`src/logic/bdd_pkg.sv`:
```
// package: constants and types for the bridge direction dead-band stage
package bdd_pkg;
  localparam int BDD_DB_WIDTH = 6;
  localparam logic [BDD_DB_WIDTH-1:0] BDD_DB_RESET = 6'h00;
  localparam logic BDD_DIR_RESET = 1'b0;
  localparam logic BDD_OUT_RESET = 1'b0;
  localparam int BDD_SYNC_STAGES = 1;
  typedef enum logic [1:0] {bdd_idle, bdd_rise_wait, bdd_on, bdd_fall_wait} bdd_state_t;
endpackage : bdd_pkg

```
`src/logic/bdd_bridge.sv`:
```
// full-bridge steering and dead-band stage of the complementary waveform unit
// How it works
// - async input adds at most one clock
// - direction written anytime, taken at rising input
// - steady outputs A, C switch at rising input
// - B, D held off for dead band
// - rising dead band on pulses after a direction change until one outlasts it; falling dead band on every pulse that reaches the on state
`timescale 1ns/10ps
module bdd_bridge
  import bdd_pkg::*;
#(
  parameter int DBW = bdd_pkg::BDD_DB_WIDTH
) (
  input wire logic core_clk, // generator clock
  input wire logic rst_n, // async reset, low
  input wire logic modulation_input, // modulating data
  input wire logic direction, // 0 forward, 1 reverse
  input wire logic [DBW-1:0] rising_deadband_count, // rising delay, cycles
  input wire logic [DBW-1:0] falling_deadband_count, // falling delay, cycles
  output logic bridge_out_a, // steady, forward
  output logic bridge_out_b, // modulated, reverse
  output logic bridge_out_c, // steady, reverse
  output logic bridge_out_d // modulated, forward
);
  import bdd_pkg::*;

  // ==========================================================
  // input edge detect
  // ==========================================================
  // one register stage: the only source of timing uncertainty, bounded by one clock
  logic mod_reg;
  logic dir_reg, dir_next;
  logic first_reg, first_next;
  logic a_reg, a_next, b_reg, b_next, c_reg, c_next, d_reg, d_next;
  bdd_state_t st_reg, st_next;
  logic rise, fall, ld, done;
  logic [DBW-1:0] ld_cnt;

  assign rise = modulation_input && !mod_reg;
  assign fall = !modulation_input && mod_reg;

  // ==========================================================
  // dead-band timer
  // ==========================================================
  bdd_delay #(.W(DBW)) u_delay (
    .core_clk(core_clk),
    .rst_n(rst_n),
    .load(ld),
    .count(ld_cnt),
    .done(done)
  );

  // ==========================================================
  // steering state machine
  // ==========================================================
  always_comb begin
    dir_next = dir_reg;
    first_next = first_reg;
    st_next = st_reg;
    a_next = a_reg;
    c_next = c_reg;
    b_next = 1'b0;
    d_next = 1'b0;
    ld = 1'b0;
    ld_cnt = rising_deadband_count;
    case (st_reg)
      bdd_idle: begin
        if (rise) begin
          if (direction != dir_reg) begin
            dir_next = direction;
            first_next = 1'b1;
          end
          a_next = !direction;
          c_next = direction;
          if (direction != dir_reg || first_reg) begin
            // zero count falls through to on next cycle
            ld = 1'b1;
            st_next = bdd_rise_wait;
          end else begin
            st_next = bdd_on;
            b_next = direction;
            d_next = !direction;
          end
        end
      end
      bdd_rise_wait: begin
        if (!modulation_input) begin
          st_next = bdd_idle;
        end else if (done) begin
          st_next = bdd_on;
          first_next = 1'b0;
          b_next = dir_reg;
          d_next = !dir_reg;
        end
      end
      bdd_on: begin
        b_next = dir_reg;
        d_next = !dir_reg;
        if (fall) begin
          b_next = 1'b0;
          d_next = 1'b0;
          ld = 1'b1;
          ld_cnt = falling_deadband_count;
          st_next = bdd_fall_wait;
        end
      end
      bdd_fall_wait: begin
        // off-time guard; a new rise during it is ignored and lost
        if (done) begin
          st_next = bdd_idle;
        end
      end
      default: begin
        st_next = bdd_idle;
      end
    endcase
  end

  always_ff @(posedge core_clk or negedge rst_n) begin
    if (!rst_n) begin
      mod_reg <= 1'b0;
      dir_reg <= BDD_DIR_RESET;
      first_reg <= 1'b0;
      st_reg <= bdd_idle;
      a_reg <= BDD_OUT_RESET;
      b_reg <= BDD_OUT_RESET;
      c_reg <= BDD_OUT_RESET;
      d_reg <= BDD_OUT_RESET;
    end else begin
      mod_reg <= modulation_input;
      dir_reg <= dir_next;
      first_reg <= first_next;
      st_reg <= st_next;
      a_reg <= a_next;
      b_reg <= b_next;
      c_reg <= c_next;
      d_reg <= d_next;
    end
  end

  assign bridge_out_a = a_reg;
  assign bridge_out_b = b_reg;
  assign bridge_out_c = c_reg;
  assign bridge_out_d = d_reg;
endmodule : bdd_bridge

```
`src/logic/bdd_delay.sv`:
```
// dead-band down counter
`timescale 1ns/10ps
module bdd_delay #(
  parameter int W = 6
) (
  input wire logic core_clk, // clock
  input wire logic rst_n, // async reset, low
  input wire logic load, // start counting
  input wire logic [W-1:0] count, // cycles to wait
  output logic done // counter at zero
);
  logic [W-1:0] cnt_reg;
  logic [W-1:0] cnt_next;

  always_comb begin
    cnt_next = cnt_reg;
    if (load) begin
      cnt_next = count;
    end else if (cnt_reg != '0) begin
      cnt_next = cnt_reg - 1'b1;
    end
  end

  always_ff @(posedge core_clk or negedge rst_n) begin
    if (!rst_n) begin
      cnt_reg <= '0;
    end else begin
      cnt_reg <= cnt_next;
    end
  end

  assign done = (cnt_reg == '0) && !load;
endmodule : bdd_delay

```
`config.mk`:
```
export PLATFORM = sky130hd
export DESIGN_NAME = bdd_bridge
export DESIGN_NICKNAME = d
export VERILOG_FILES = /design/src/logic/bdd_pkg.sv /design/src/logic/bdd_bridge.sv /design/src/logic/bdd_delay.sv
export SDC_FILE = /design/constraint.sdc
export NUM_CORES = 1
export LEC_CHECK = 0
export ABC_AREA = 0
export BUFFER_PORTS_ARGS = -buffer_cell sky130_fd_sc_hd__buf_4
export CAP_MARGIN = 0
export CORE_MARGIN = 2
export CORE_UTILIZATION = 30
export CTS_BUF_LIST = sky130_fd_sc_hd__clkbuf_4
export CTS_CLUSTER_DIAMETER = 120
export DETAILED_ROUTE_END_ITERATION = 8
export SYNTH_ARGS = -nofsm -noshare
export SYNTH_HDL_FRONTEND = slang
export SYNTH_SLANG_ARGS = --single-unit
```
`constraint.sdc`:
```
create_clock -name core_clk -period 1.76 [get_ports core_clk]
set_input_delay 0.528 -clock core_clk [delete_from_list [all_inputs] [get_ports core_clk]]
set_output_delay 0.528 -clock core_clk [all_outputs]
set_load 0.005 [all_outputs]
```
==> results of run 1 <==
power by group:
group | total (mW) | leakage (nW) | switching (mW) | internal [mW]
clock | 0.203 | 0.0177 | 0.118 | 0.0844
combinational | 0.692 | 0.319 | 0.316 | 0.376
sequential | 0.677 | 0.181 | 0.178 | 0.499
total | 1.57 | 0.518 | 0.612 | 0.959
worst reg2reg max path: stages (launching register included):
cell      delay (ps)
dfrtp_1          420
inv_1            110
ha_1             150
nor2b_1          220
nand2_2          180
mux2_4           340
o221ai_2         120
kinds of logic after synthesis:
family	count (synthesis)	share of synthesized area, %
fa+ha+maj	2	2.81
compound gates	17	17.2
flops	15	42.2
xor+xnor	6	5.91
buf+inv	8	4.36
simple gates	41	25.9
mux	1	1.69
stage by stage:
stage	hold WS [ps]	worst slack (ps)	instances	instance area, µm²
final	77.5	143	143	1090
after CTS	70.7	140	143	1090
after floorplan	232	303	90	890
after detailed placement	398	172	139	1060
after global placement	395	159	139	1060
after global routing	66.3	0.236	143	1090
cell type report:
type / instances / area (µm²)
clock buffers: 3 / 22.5
well taps: 31 / 38.8
flip-flops and latches: 15 / 375
clock inverters: 1 / 5.00
multi-input cells: 67 / 475
fillers: 285 / 1690
inverters: 6 / 22.5
repair buffers: 20 / 150
layer usage:
metal	wire [µm]	up-vias	GRT usage, %
met3	92	2	3.96
met5	0	-	0
met1	826	338	14.7
met4	12	0	3.99
met2	867	17	19.7
li1	-	363	-
worst paths after layout:
path | startpoint | end | slack (ps)
min in group core_clk | modulation_input | mod_reg | 410
max reg2reg | u_delay.cnt_reg[0] | u_delay.cnt_reg[1] | 140
min reg2reg | bridge_out_a | bridge_out_a | 490
max | u_delay.cnt_reg[0] | u_delay.cnt_reg[1] | 140
max in group asynchronous | rst_n | u_delay.cnt_reg[5] | 1500
min | rst_n | st_reg[0] | 80
synthesized netlist by cell type:
library cell / count / share of area [%]
a21o_1: 1 / 0.84
a22o_1: 2 / 2.0
a31oi_1: 4 / 2.8
and2_1: 1 / 0.70
buf_2: 1 / 0.56
buf_6: 1 / 1.3
dfrtp_1: 15 / 42
ha_1: 2 / 2.8
inv_1: 6 / 2.5
mux2_4: 1 / 1.7
nand2_1: 13 / 5.5
nand2_2: 1 / 0.70
nand3_1: 8 / 4.5
nand3b_1: 2 / 1.7
nand4_1: 1 / 0.70
nor2_1: 5 / 2.1
nor2b_1: 3 / 2.1
nor3_1: 2 / 1.1
nor3_4: 1 / 1.8
nor3b_1: 1 / 0.84
nor4b_4: 1 / 2.7
o211ai_1: 1 / 0.84
o21a_4: 1 / 1.7
o21ai_0: 2 / 1.1
o21ai_2: 2 / 2.0
o221ai_1: 1 / 0.98
o221ai_2: 1 / 1.7
o2bb2a_4: 1 / 2.3
o2bb2ai_1: 1 / 0.98
or3_1: 2 / 1.4
xnor2_1: 1 / 0.98
xor2_1: 5 / 4.9
==> run metrics, run 1 <==
Design Power=1.57 mW; number of flip-flops under the largest register name=6; hold-fix buffers at CTS=0; CTS Root Buffer Type=clkbuf_4; setup skew after layout=4.07 ps; starting density of the core=32.0%; H-tree depth=1; slowest stage delay, CP=420 ps; WP data required=1970 ps; Post-Syn Instances=90; maximum clock insertion buffer count=2; total negative slack=0 ps; ratio of final minimum period to clock period=91.9%; final-report setup violation count=0; Crit. path cell count=6; number of max-cap violations=0; total of buffers placed on input and output ports=19; Core Rows=19; Cell Chain, Critical Path=inv_1, ha_1, nor2b_1, nand2_2, mux2_4, o221ai_2; Synthesized Nets=108; Relative slew margins=74.3%; setup repair after global routing missed its margin=no; measured slew at the worst slew-check pin=384 ps; final slew viol count=0; Die Span Y=58.5 µm; detail-routed net length per standard cell=12.6 µm; clock tree from TritonCTS=built; clock latency reported for the late side of the worst-skew pair=290 ps; post-synthesis area per instance=9.88 µm²; clock buffer count from CTS=3; Total Routing Usage GR=12.0%; Synth Cell Area=890 µm²; area delta synth->final=22.5%; highest net fanout along the worst path=8; first-pass GRT wire length=3.05 mm; Static Leak=0.518 nW; worst-case vdd ir drop=641 µV; R2R depth=6; Pre-antenna DRT Iters=4; power density over the cells=1440 nW/µm²; total vias in the final route=720; total global routing overflow=0; vias per inst=5.03; peak clock frequency supported by timing=618 MHz; RePlAce Congestion=0.810; DPL Wire Length=1.38 mm; Detailed Route Iter0 Violations=6; residual DRC count=0; CTS clk-pin slew, worst paths=100 ps; number of buffers and inverters on the critical path=1; layout net count=131; fraction of layout cells with a size suffix above 1=29.5%; WS Path Type=register to register; clock sink total=15; Top Ports=20; family of cells with the greatest summed delay on the critical path=flip-flops; standard cell core area=2780 µm²; unique cell type count in the Yosys netlist=32; largest net degree at the start of global routing=16; Critical Path Slowest Stage Cell=dfrtp_1; startpoint types=register; flip-flop and latch count after synthesis=15; commonest non-fill, non-tap cell in the layout=buf_4; outcome=finished, final reports clean; arrival time reported for the critical path endpoint=1830 ps; register area share after synthesis=42.2%; Hold Fails Final Rpt=0; area of the die=3420 µm²; DIE WIDTH=58.5 µm; post-detailed-route count of antenna-violating nets=0; synth warn=0; total wirelength of the detailed-routed design=1.80 mm; Worst Setup End Kind=register; number of global-route vias before repair=692; post-route core utilization=39.2%; minimum clock period after layout=1620 ps; classification of the worst-slack hold path=primary input to asynchronous set/reset pin; highest-count cells in the layout ignoring fill and taps=buf_4, dfrtp_1, nand2_1, nand3_1, inv_1; initial antenna violation count=0; Post-CTS Setup Repair Bufs=0; PostCTS Resize Cnt=0; Diodes inserted=0
No activity file was read; power rests on OpenSTA's default activity.
==> inputs of run 2 (changes only) <==
--- a/config.mk
+++ b/config.mk
@@ -8,7 +8,6 @@
 export ABC_AREA = 0
 export BUFFER_PORTS_ARGS = -buffer_cell sky130_fd_sc_hd__buf_4
 export CAP_MARGIN = 0
-export CORE_MARGIN = 2
 export CORE_UTILIZATION = 30
 export CTS_BUF_LIST = sky130_fd_sc_hd__clkbuf_4
 export CTS_CLUSTER_DIAMETER = 120
==> run metrics, run 2 (synthesized netlist as in run 1, its figures left out) <==
outcome=finished, final reports clean; Worst Setup End Kind=register; setup repair after global routing missed its margin=no; final-report setup violation count=0; Total Routing Usage GR=12.1%; Core Rows=19; final standard cell count with taps included and fillers excluded=142; area of the die=3190 µm²; number of max-cap violations=0; Diodes inserted=0; CTS clk-pin slew, worst paths=90 ps; clock latency reported for the late side of the worst-skew pair=280 ps; residual DRC count=0; DP Worst Slack=148 ps; fraction of layout cells with a size suffix above 1=28.8%; Top Ports=20; standard cell core area=2780 µm²; final worst slack=176 ps; setup skew after layout=2.20 ps; tightest hold margin=81.9 ps; highest-count cells in the layout ignoring fill and taps=buf_4, dfrtp_1, nand2_1, nand3_1, inv_1; maximum clock insertion buffer count=2; DIE WIDTH=56.5 µm; total vias in the final route=718; area delta synth->final=21.9%; commonest non-fill, non-tap cell in the layout=buf_4; Detailed Route Iter0 Violations=11; total global routing overflow=0; clock sink total=15; Relative slew margins=68.7%; total wirelength of the detailed-routed design=1.74 mm; power density over the cells=1450 nW/µm²; largest net degree at the start of global routing=16; highest net fanout along the worst path=8; detail-routed net length per standard cell=12.3 µm; post-detailed-route count of antenna-violating nets=0; number of flip-flops under the largest register name=6; CTS Root Buffer Type=clkbuf_4; RePlAce Congestion=0.779; H-tree depth=1; PostCTS Resize Cnt=0; number of global-route vias before repair=689; starting density of the core=32.0%; Static Leak=0.515 nW; post-route cell area=1080 µm²; classification of the worst-slack hold path=primary input to asynchronous set/reset pin; WP data required=1960 ps; hold-fix buffers at CTS=0; post-route core utilization=39.0%; first-pass GRT wire length=2.99 mm; initial antenna violation count=0; Die Span Y=56.5 µm; measured slew at the worst slew-check pin=468 ps; minimum clock period after layout=1580 ps; WS Path Type=register to register; clock tree from TritonCTS=built; worst-case vdd ir drop=723 µV; R2R depth=6; vias per inst=5.06; total of buffers placed on input and output ports=19; final slew viol count=0; ratio of final minimum period to clock period=90.0%; peak clock frequency supported by timing=631 MHz; Cell Area, Placed=1050 µm²; Post-CTS Setup Repair Bufs=0; Pre-antenna DRT Iters=4; Hold Fails Final Rpt=0; total negative slack=0 ps; clock buffer count from CTS=3; Design Power=1.58 mW; layout net count=130; startpoint types=register; placed insts=138; DPL Wire Length=1.34 mm; arrival time reported for the critical path endpoint=1780 ps
run 2: changes by cell type in the layout (fill, tap and decap cells not counted):
cell      before  now
buf_4         20   19
clkbuf_4       3    4
clkinv_2       1    0
run 2: metal layers:
metal,GRT usage [%],vias to the layer above,part of all wire (%)
met3,4.38,0,6.5
met5,0,-,0
met4,2.79,0,0
li1,-,361,-
met1,14.8,332,44
met2,20.3,25,50
run 2: report_power, final:
group	leakage [nW]	switching, mW	total, mW	internal (mW)
combinational	0.315	0.310	0.681	0.372
clock	0.0184	0.112	0.216	0.103
sequential	0.181	0.179	0.678	0.499
run 2: area by class of cell:
type                    count  area, µm²
fillers                   283       1700
flip-flops and latches     15        375
clock buffers               4       30.0
inverters                   6       22.5
well taps                  31       38.8
multi-input cells          67        475
repair buffers             19        143
run 2: worst paths after layout:
| kind | startpoint | end | slack, ps |
|---|---|---|---|
| worst max-delay path | u_delay.cnt_reg[0] | u_delay.cnt_reg[1] | 180 |
| worst min-delay path | rst_n | bridge_out_b | 80 |
| worst max register to register | u_delay.cnt_reg[0] | u_delay.cnt_reg[1] | 180 |
| worst min register to register | bridge_out_a | bridge_out_a | 490 |
| max in group asynchronous | rst_n | u_delay.cnt_reg[0] | 1500 |
| min in group core_clk | modulation_input | mod_reg | 410 |
run 2: critical path: stages, from the launching register on:
cell and delay, ps:
dfrtp_1 410, inv_1 110, ha_1 140, nor2b_1 220
nand2_2 170, mux2_4 340, o221ai_2 120
